==> config.mk <==
export PLATFORM = sky130hd
export DESIGN_NAME = clb_bus_unit
export DESIGN_NICKNAME = d
export VERILOG_FILES = /design/src/verilog/clb_pkg.sv /design/src/verilog/clb_sync.sv /design/src/verilog/clb_real_addr.sv /design/src/verilog/clb_bus_unit.sv
export SDC_FILE = /design/constraint.sdc
export NUM_CORES = 1
export LEC_CHECK = 0
export BUFFER_PORTS_ARGS = -buffer_cell sky130_fd_sc_hd__buf_2
export CAP_MARGIN = 10
export CORE_UTILIZATION = 45
export CTS_CLUSTER_SIZE = 12
export DETAILED_ROUTE_END_ITERATION = 10
export GPL_TIMING_DRIVEN = 0
export PLACE_DENSITY_LB_ADDON = 0.08
export SLEW_MARGIN = 20
export SYNTH_ARGS = -nofsm -noshare
export SYNTH_HDL_FRONTEND = slang
export SYNTH_SLANG_ARGS = --single-unit
==> constraint.sdc <==
create_clock -name sys_clk -period 7 [get_ports sys_clk]
set_clock_uncertainty 0.15 [all_clocks]
set_input_delay 1.4 -clock sys_clk [delete_from_list [all_inputs] [get_ports sys_clk]]
set_output_delay 1.4 -clock sys_clk [all_outputs]
set_load 0.05 [all_outputs]
==> src/verilog/clb_pkg.sv <==
package clb_pkg;

  // Bus and address widths of the local bus.
  localparam int DATA_W = 32;
  localparam int BE_W = 4;
  localparam int WORD_LSB = 2;
  localparam int WADDR_W = DATA_W - WORD_LSB;

  // Real-mode segment arithmetic.
  localparam int SEG_W = 16;
  localparam int SEG_LSB = 16;
  localparam int SEG_SHIFT = 4;
  localparam int REAL_W = 20;
  localparam logic [DATA_W-REAL_W-1:0] REAL_HI_ZERO = 12'h000;

  // Data port of the numeric coprocessor in I/O space.
  localparam logic [DATA_W-1:0] COPRO_DATA_PORT = 32'h800000FC;
  localparam logic [BE_W-1:0] BE_ALL = 4'hF;

  // Cycle-type encodings on the select outputs.
  localparam logic SEL_MEM = 1'b1;
  localparam logic SEL_IO = 1'b0;
  localparam logic SEL_DATA = 1'b1;
  localparam logic SEL_CTRL = 1'b0;

  typedef enum logic [1:0] {
    CLB_IDLE = 2'h0,
    CLB_T1 = 2'h1,
    CLB_T2 = 2'h2,
    CLB_HOLD = 2'h3
  } clb_state_t;

  // One bus request from the core.
  typedef struct packed {
    logic [DATA_W-1:0] addr;
    logic [DATA_W-1:0] wdata;
    logic [BE_W-1:0] be;
    logic write;
    logic mem;
    logic data;
    logic lock;
  } clb_req_t;

  // Pin inputs, as seen after the synchroniser.
  typedef struct packed {
    logic ready_n;
    logic hold;
    logic intr;
    logic nmi;
    logic opreq;
    logic busy_n;
    logic error_n;
    logic [DATA_W-1:0] data;
  } clb_pin_in_t;

  localparam int PIN_IN_W = $bits(clb_pin_in_t);

  // Idle levels of the pin inputs. The synchroniser starts from these, so
  // no active-low input looks asserted for the first clocks after reset.
  localparam clb_pin_in_t PIN_IDLE = '{ready_n: 1'b1, busy_n: 1'b1,
                                       error_n: 1'b1, default: '0};

  // Whole state of the bus unit.
  typedef struct packed {
    logic ph;
    clb_state_t state;
    clb_req_t cur;
    logic [DATA_W-1:0] phys;
    logic is_copro;
    logic lock_q;
    logic prot;
    logic nmi_prev;
    logic nmi_pend;
    logic intr_seen;
    logic intr_take;
    logic nmi_take;
    logic rsp_valid;
    logic copro_done;
    logic [DATA_W-1:0] rdata;
    logic grant;
  } clb_biu_st_t;

  localparam clb_biu_st_t BIU_RST = '0;

endpackage : clb_pkg

==> src/verilog/clb_sync.sv <==
`timescale 1ns/1ns
module clb_sync #(
  parameter int W = 1,
  parameter logic [W-1:0] RST_VAL = '0
) (
  input wire logic sys_clk,
  input wire logic sys_rst,
  input wire logic clk_en,
  input wire logic [W-1:0] d,
  output logic [W-1:0] q
);

  typedef struct packed {
    logic [W-1:0] s1;
    logic [W-1:0] s2;
  } clb_sync_st_t;

  clb_sync_st_t st_q;
  clb_sync_st_t st_d;

  // The first stage feeds only the second, so metastability stays inside.
  always_comb begin
    st_d = st_q;
    if (clk_en) begin
      st_d.s1 = d;
      st_d.s2 = st_q.s1;
    end
  end

  always_ff @(posedge sys_clk) begin
    if (sys_rst) begin
      st_q <= '{s1: RST_VAL, s2: RST_VAL};
    end else begin
      st_q <= st_d;
    end
  end

  assign q = st_q.s2;

endmodule : clb_sync

==> src/verilog/clb_real_addr.sv <==
`timescale 1ns/1ns
module clb_real_addr (
  input wire logic [clb_pkg::SEG_W-1:0] seg,
  input wire logic [clb_pkg::SEG_W-1:0] off,
  output logic [clb_pkg::REAL_W-1:0] phys
);

  // The sum is kept at the real-mode width, so it wraps inside one megabyte.
  assign phys = {seg, {clb_pkg::SEG_SHIFT{1'b0}}}
              + clb_pkg::REAL_W'(off);

endmodule : clb_real_addr

==> src/verilog/clb_bus_unit.sv <==
`timescale 1ns/1ns
module clb_bus_unit (
  input wire logic sys_clk,
  input wire logic sys_rst,
  input wire logic clk_en,
  input wire logic req_valid,
  input wire clb_pkg::clb_req_t req,
  output logic req_ready,
  output logic rsp_valid,
  output logic [clb_pkg::DATA_W-1:0] rsp_rdata,
  input wire logic enter_protected,
  output logic real_mode,
  input wire logic insn_boundary,
  input wire logic intr_enable,
  output logic intr_take,
  output logic nmi_take,
  input wire logic copro_xfer_write,
  input wire logic [clb_pkg::DATA_W-1:0] copro_wdata,
  output logic copro_xfer_done,
  output logic core_stall,
  output logic copro_error,
  output logic proc_phase,
  input wire logic bus_ready_n,
  input wire logic hold_request,
  input wire logic intr_request,
  input wire logic nmi_request,
  input wire logic copro_operand_request,
  input wire logic copro_busy_n,
  input wire logic copro_error_n,
  input wire logic [clb_pkg::DATA_W-1:0] data_in,
  output logic [clb_pkg::DATA_W-1:0] data_out,
  output logic data_oe,
  output logic [clb_pkg::WADDR_W-1:0] word_addr,
  output logic [clb_pkg::BE_W-1:0] byte_lane_enables_n,
  output logic cycle_start_strobe_n,
  output logic mem_io_sel,
  output logic data_ctrl_sel,
  output logic write_read_sel,
  output logic bus_lock_n,
  output logic ctrl_oe,
  output logic bus_ownership_grant
);

  // True while a bus cycle owns the pins.
  function automatic logic in_cycle(input clb_pkg::clb_state_t s);
    in_cycle = (s == clb_pkg::CLB_T1) || (s == clb_pkg::CLB_T2);
  endfunction : in_cycle

  clb_pkg::clb_biu_st_t st_q;
  clb_pkg::clb_biu_st_t st_d;
  clb_pkg::clb_pin_in_t pin;
  logic [clb_pkg::PIN_IN_W-1:0] pin_raw;
  logic [clb_pkg::PIN_IN_W-1:0] pin_sync;
  logic [clb_pkg::REAL_W-1:0] real_phys;
  logic ph_en;
  clb_pkg::clb_req_t pick;
  logic pick_copro;
  logic core_go;
  logic [clb_pkg::DATA_W-1:0] pick_phys;

  // Every pin input, the data bus included, goes through two flops so that
  // the sampled data stays aligned with the sampled termination input.
  assign pin_raw = {bus_ready_n, hold_request, intr_request, nmi_request,
                    copro_operand_request, copro_busy_n, copro_error_n,
                    data_in};

  clb_sync #(
    .W(clb_pkg::PIN_IN_W),
    .RST_VAL(clb_pkg::PIN_IDLE)
  ) u_sync (
    .sys_clk(sys_clk),
    .sys_rst(sys_rst),
    .clk_en(clk_en),
    .d(pin_raw),
    .q(pin_sync)
  );

  assign pin = pin_sync;

  // Real-mode address of the core's request, segment in the upper half.
  clb_real_addr u_real (
    .seg(req.addr[clb_pkg::SEG_LSB +: clb_pkg::SEG_W]),
    .off(req.addr[clb_pkg::SEG_W-1:0]),
    .phys(real_phys)
  );

  // Processing-cycle edge: every second enabled clock.
  assign ph_en = clk_en && st_q.ph;

  // A pending operand request outranks the core; the coprocessor port is a
  // fixed I/O data cycle and bypasses real-mode arithmetic.
  always_comb begin
    pick_copro = pin.opreq;
    core_go = req_valid && pin.busy_n;
    pick = req;
    pick_phys = st_q.prot ? req.addr
                          : {clb_pkg::REAL_HI_ZERO, real_phys};
    if (pick_copro) begin
      pick.addr = clb_pkg::COPRO_DATA_PORT;
      pick.wdata = copro_wdata;
      pick.be = clb_pkg::BE_ALL;
      pick.write = copro_xfer_write;
      pick.mem = clb_pkg::SEL_IO;
      pick.data = clb_pkg::SEL_DATA;
      pick.lock = 1'b0;
      pick_phys = clb_pkg::COPRO_DATA_PORT;
    end
  end

  // Next state. The bus sequencer and interrupt sampling move only on the
  // processing-cycle edge; the NMI edge detector watches every clock so a
  // short pulse is not missed.
  always_comb begin
    st_d = st_q;
    req_ready = 1'b0;
    if (clk_en) begin
      st_d.ph = ~st_q.ph;
      st_d.intr_take = 1'b0;
      st_d.nmi_take = 1'b0;
      st_d.rsp_valid = 1'b0;
      st_d.copro_done = 1'b0;
      st_d.nmi_prev = pin.nmi;
      if (enter_protected) begin
        st_d.prot = 1'b1;
      end
      if (st_q.ph) begin
        st_d.intr_seen = pin.intr;
        if (insn_boundary) begin
          if (st_q.nmi_pend) begin
            st_d.nmi_take = 1'b1;
            st_d.nmi_pend = 1'b0;
          end else if (st_q.intr_seen && intr_enable) begin
            st_d.intr_take = 1'b1;
          end
        end
        case (st_q.state)
          clb_pkg::CLB_IDLE: begin
            // A held lock keeps the bus; hold waits for the sequence end.
            if (pin.hold && !st_q.lock_q) begin
              st_d.state = clb_pkg::CLB_HOLD;
              st_d.grant = 1'b1;
            end else if (!pin.hold && (pick_copro || core_go)) begin
              req_ready = !pick_copro;
              st_d.state = clb_pkg::CLB_T1;
              st_d.cur = pick;
              st_d.phys = pick_phys;
              st_d.is_copro = pick_copro;
              st_d.lock_q = st_q.lock_q || pick.lock;
            end else if (pin.hold) begin
              // Locked and requested: the next cycle of the sequence
              // may still run, the grant follows when the lock drops.
              if (pick_copro || core_go) begin
                req_ready = !pick_copro;
                st_d.state = clb_pkg::CLB_T1;
                st_d.cur = pick;
                st_d.phys = pick_phys;
                st_d.is_copro = pick_copro;
              end
            end
          end
          clb_pkg::CLB_T1: begin
            st_d.state = clb_pkg::CLB_T2;
          end
          clb_pkg::CLB_T2: begin
            if (!pin.ready_n) begin
              st_d.state = clb_pkg::CLB_IDLE;
              st_d.rsp_valid = !st_q.is_copro;
              st_d.copro_done = st_q.is_copro;
              st_d.lock_q = st_q.cur.lock;
              if (!st_q.cur.write) begin
                st_d.rdata = pin.data;
              end
            end
          end
          clb_pkg::CLB_HOLD: begin
            if (!pin.hold) begin
              st_d.state = clb_pkg::CLB_IDLE;
              st_d.grant = 1'b0;
            end
          end
          default: begin
            st_d.state = clb_pkg::CLB_IDLE;
          end
        endcase
      end
      // A new edge wins over the clear at the boundary above.
      if (pin.nmi && !st_q.nmi_prev) begin
        st_d.nmi_pend = 1'b1;
      end
    end
  end

  // Reset clears everything, real mode included; work starts on release.
  always_ff @(posedge sys_clk) begin
    if (sys_rst) begin
      st_q <= clb_pkg::BIU_RST;
    end else begin
      st_q <= st_d;
    end
  end

  // Pin outputs come from state flops only; data_oe and cycle_start_strobe_n are decoded from the state.
  assign data_out = st_q.cur.wdata;
  assign data_oe = in_cycle(st_q.state) && st_q.cur.write;
  assign word_addr = st_q.phys[clb_pkg::DATA_W-1:clb_pkg::WORD_LSB];
  assign byte_lane_enables_n = ~st_q.cur.be;
  assign cycle_start_strobe_n = (st_q.state != clb_pkg::CLB_T1);
  assign mem_io_sel = st_q.cur.mem;
  assign data_ctrl_sel = st_q.cur.data;
  assign write_read_sel = st_q.cur.write;
  assign bus_lock_n = ~st_q.lock_q;
  assign ctrl_oe = !st_q.grant;
  assign bus_ownership_grant = st_q.grant;

  // Core-side results.
  assign rsp_valid = st_q.rsp_valid;
  assign rsp_rdata = st_q.rdata;
  assign copro_xfer_done = st_q.copro_done;
  assign intr_take = st_q.intr_take;
  assign nmi_take = st_q.nmi_take;
  assign real_mode = !st_q.prot;
  assign proc_phase = st_q.ph;
  // Busy and error are levels; the core decides what to do at a boundary.
  assign core_stall = !pin.busy_n;
  assign copro_error = !pin.error_n;
endmodule : clb_bus_unit

-- After elaboration in Yosys (flattened, before gate mapping)
Cells that the tools add are included.
- register bits: 196
- output and inout bits: 115
- input port bits: 151
- eq/ne operators: 11
- mux-type cells: 34
- reduce and logical (&&, ||, !) cells: 33
- bitwise logic cells: 6
- add/subtract/negate cells: 1
- operators by type and width (operator ; count):
    $mux W107 ; 3
    $mux W32 ; 3
    $mux W72 ; 1
    $mux W34 ; 2
    $mux W39 ; 1
    $add A20 B16 Y20 ; 1
    $reduce_and A6 Y1 ; 3
    $mux W1 ; 17
    $reduce_bool A2 Y1 ; 6
    $ne A2 B2 Y1 const B ; 5
    $reduce_and A5 Y1 ; 2
    $logic_not A1 Y1 ; 9
    $mux W2 ; 4
    $pmux W2 S4 ; 1
    $logic_and A1 B1 Y1 ; 6
    $not A1 Y1 ; 5
    $eq A2 B2 Y1 const B ; 2
    $ne A4 B3 Y1 const B ; 1
    $ne A4 B4 Y1 const B ; 1
    $not A4 Y4 ; 1
    $pmux W1 S2 ; 2
    $reduce_and A2 Y1 ; 2
    $logic_or A1 B1 Y1 ; 3
    $reduce_and A3 Y1 ; 1
    other kinds (3) ; 3

-- Longest topological paths before layout
- depth after elaboration: 9
- depth in mapped cells: 9

-- Cells and area by module
A second synthesis with hierarchy kept.
- cells, all modules: 1046
- area total of the unflattened synthesis: 9424.0 um^2
- modules (own cells, without submodules) (module ; instances ; cells each ; area an instance (um^2)):
    clb_bus_unit ; 1 ; 651 ; 5522.8
    clb_sync ; 1 ; 291 ; 3133.0
    clb_real_addr ; 1 ; 104 ; 768.2

-- Worst setup path before layout
OpenSTA, ideal clock, no wires.
- kind: input port to output port
- start: in clk_en
- end: out req_ready
- arrival: 2.431 ns
- setup slack: 3.019 ns
- stages on the path: 5
- required time: 5.450 ns
- cells stage by stage: nand3_4 nand2b_4 or3_1 clkinv_1 buf_2
- word-level cells in the longest chain between the ends: 1
- RTL lines (element ; line ; source):
    start, declared ; clb_bus_unit.sv:5 ; input wire logic clk_en,
    $mux W1 ; clb_bus_unit.sv:116 ; if (clk_en) begin
    end, declared ; clb_bus_unit.sv:8 ; output logic req_ready,
Every way passes these cells.

-- Worst setup path after layout
Ends and elaborated chain as after synthesis.

==> results.sh <==
export IMPL_outcome="completed"
export IMPL_r2r_cells=8
export IMPL_min_period_ns=4.51
export IMPL_whs_ns=0.300
export IMPL_dieArea_mm2=0.0200
export IMPL_postCtsSetupBuffers=0
export IMPL_max_cap_violations=0
export IMPL_overflow=0
export IMPL_start_util_pct=46.3
export IMPL_final_common_cell="buf_2"
export IMPL_detail_route_drc_violations=0
export IMPL_min_path_type="register to register"
export IMPL_fmax_ghz=0.222
export IMPL_ys_types=47
export IMPL_hold_viol_final=0
export IMPL_utilization_pct=58.1
export IMPL_cts_buffers=17
export IMPL_p_sw_uw=709
export IMPL_power_leakage_nw=5.06
export IMPL_io_pins=266
export IMPL_coreArea_mm2=0.0189
export IMPL_worst_setup_path_type="primary input to output pin"
export IMPL_port_buffers=262
export IMPL_pre_cts_slack_ns=2.47
export IMPL_async_reset_ff_share_pct=0
export IMPL_startpoint_type="primary input"
export IMPL_top_layer="met5"
export IMPL_setup_viol_count_final=0
export IMPL_max_stage_delay_ns=0.40
export IMPL_drv_slew=0
export IMPL_critical_path_slowest_cell="or3_1"
export IMPL_dr_first_iter_drc_count=302
export IMPL_num_vias=7543
export IMPL_cts_max_level=4
export IMPL_root_buffer="clkbuf_16"
export IMPL_cpMostUsedCell="buf_2"
export IMPL_globalplace_congestion=0.907
export IMPL_holdPathStages=2
export IMPL_grt_pass1_vias=6875
export IMPL_combinationalPowerShare_pct=14.5
export IMPL_antenna_found_initial=4
export IMPL_period_share_pct=64.5
export IMPL_rr_startpoint="st_q[148]"
export IMPL_cp_cell_sequence="buf_2 -> nand3_4 -> nand2b_4 -> or3_1 -> clkinv_1 -> buf_2 -> buf_2"
export IMPL_wl_met1_um=10400
export IMPL_grt_pass1_wl_um=35700
export IMPL_final_nets=1446
export IMPL_syn_area_mm2=0.00876
export IMPL_fin_total_pwr_mw=2.47
export IMPL_relSlewSlack_pct=48.3
export IMPL_power_internal_mw=1.76
export IMPL_cts_sinks=194
export IMPL_wl_met2_um=11200
export IMPL_power_density_mw_per_mm2=225
export IMPL_synth_seq_cells=194
export IMPL_drt_pass1_iter_count=5
export IMPL_ant_nets=0
export IMPL_syn_inst=996
export IMPL_die_h_um=141
export IMPL_yosys_area_top_type_share_pct=44.4
export IMPL_critPathRequiredTime_ns=5.45
export IMPL_seq_power_share_pct=47.0
export IMPL_ys_top_cells_by_area="dfxtp_1 44%, mux2i_1 12%, buf_4 8.1%, nor2_1 6.6%, nand2_1 4.6%"
export IMPL_routed_via_density=4.85
export IMPL_r2r_slack_ns=4.34
export IMPL_rsz0062_at_grt="no"
export IMPL_worstPathMaxFanout=10
export IMPL_fill_cells=1856
export IMPL_crit_end="req_ready"
export IMPL_startpoint="clk_en"
export IMPL_clk_latency_ns=0.43
export IMPL_grt_max_degree=20
export IMPL_synth_nets=1165
export IMPL_worst_pin_slew_ns=0.775
export IMPL_r2r_end="data_out[21]"
export IMPL_tritoncts="built"
export IMPL_layout_drive_gt1_share_pct=31.3
export IMPL_wl_um=23400
export IMPL_clk_path_buf_depth=2
export IMPL_peakVddDrop_v=0.000177
export IMPL_layout_setup_ws_ns=2.49
export IMPL_cts_resized=0
export IMPL_end_kind="output pin"
export IMPL_critical_path_arrival_ns=2.96
export IMPL_synth_edf_count=0
export IMPL_clockPowerShare_pct=38.5
export IMPL_ys_flop_type="dfxtp_1"
export IMPL_cts_hold_buf=0
export IMPL_grt_total_usage_pct=23.2
export IMPL_final_cell_mix="272 x buf_2, 194 x dfxtp_1, 154 x nor2_1, 109 x mux2i_1, 108 x nand2_1"
export IMPL_synth_seq_area_share_pct=44.4
export IMPL_routed_wl_met3_um=1400
export IMPL_switching_share_pct=28.7
export IMPL_yosys_area_top_type="dfxtp_1"
export IMPL_synth_warning_count=0
export IMPL_rows=50
export IMPL_die_w_um=141
export IMPL_clk_pin_slew_worst_paths_ns=0.08
export IMPL_setup_tns_ns=0
export IMPL_syn2layout_area_growth_pct=25.4
export IMPL_avgSynthCellArea_um2=8.79
export IMPL_detailed_place_hpwl_um=17800
export IMPL_wl_per_cell_um=15.1
through the flow:
stage / instance area (um^2) / instances
2_1_floorplan: 8760 / 996
3_3_place_gp: 10400 / 1518
3_5_place_dp: 10400 / 1518
4_1_cts: 11000 / 1550
5_1_grt: 11000 / 1553
6_report: 11000 / 1554
area by class of cell:
type | instances | area, um^2 | share of cell area [%]
Antenna cell | 4 | 10.0 | 0.0912
Buffer | 158 | 962 | 8.76
Clock buffer | 18 | 439 | 4.00
Clock inverter | 14 | 139 | 1.26
Inverter | 19 | 71.3 | 0.650
Multi-Input combinational cell | 625 | 3840 | 35.0
Sequential cell | 194 | 3880 | 35.4
Tap cell | 260 | 325 | 2.96
Timing Repair Buffer | 262 | 1310 | 11.9
worst min path at each step:
stage / from / to / slack [ns]
after global routing: u_sync.q[28] / rsp_rdata[28] / 0.32
final: u_sync.q[26] / rsp_rdata[26] / 0.30
after detailed placement: word_addr[18] / word_addr[18] / 0.29
after floorplan: u_sync.q[0] / rsp_rdata[0] / 0.28
after global placement: word_addr[26] / word_addr[26] / 0.29
after CTS: u_sync.q[26] / rsp_rdata[26] / 0.30
cell usage after synthesis (10+ instances only):
cell,count
ha_1,17
nand2_1,108
a211oi_1,37
buf_4,95
clkbuf_1,49
dfxtp_1,194
buf_2,10
o21ai_0,20
inv_1,17
mux2i_1,109
nor2_1,154
a21oi_1,72
nand3_1,17
worst max-delay path: cells and delay by family:
kind | cells | cell delay [ns]
buffers and inverters | 4 | 0.92
and+or+nand+nor | 3 | 0.64
power groups by stage:
| stage | logic, mW | registers [mW] | clock network (mW) |
|---|---|---|---|
| 2_1_floorplan | 0.243 | 1.19 | 0 |
| 3_3_place_gp | 0.356 | 1.19 | 0 |
| 3_5_place_dp | 0.358 | 1.19 | 0 |
| 4_1_cts | 0.360 | 1.16 | 0.969 |
| 5_1_grt | 0.390 | 1.17 | 1.01 |
| 6_report | 0.358 | 1.16 | 0.952 |
logic make-up after synthesis:
group / after synthesis / share of synthesized area, %
AO/OA/AOI/OAI: 181 / 13.1
AND/OR/NAND/NOR: 302 / 14.1
multiplexers: 110 / 12.6
XOR/XNOR: 14 / 1.40
buffers and inverters: 177 / 11.8
adder cells (fa/ha/maj): 18 / 2.66
flip-flops: 194 / 44.4
metal layers:
metal / GRT usage, % / vias to the layer above
met5: 0 / -
met4: 7.64 / 2
met3: 5.77 / 27
met2: 40.4 / 187
met1: 27.8 / 3448
li1: - / 3879
flip-flops by register name, summed over array words and instances (netlist names):
signal / flops
rsp_valid: 1
rsp_rdata: 32
mem_io_sel: 1
proc_phase: 1
copro_xfer_done: 1
data_out: 32
bus_ownership_grant: 1
u_sync.q: 39
nmi_take: 1
data_ctrl_sel: 1
intr_take: 1
word_addr: 30
u_sync.st_q: 39
write_read_sel: 1
st_q: 13
Note: power is estimated with default switching activity, not from simulation.
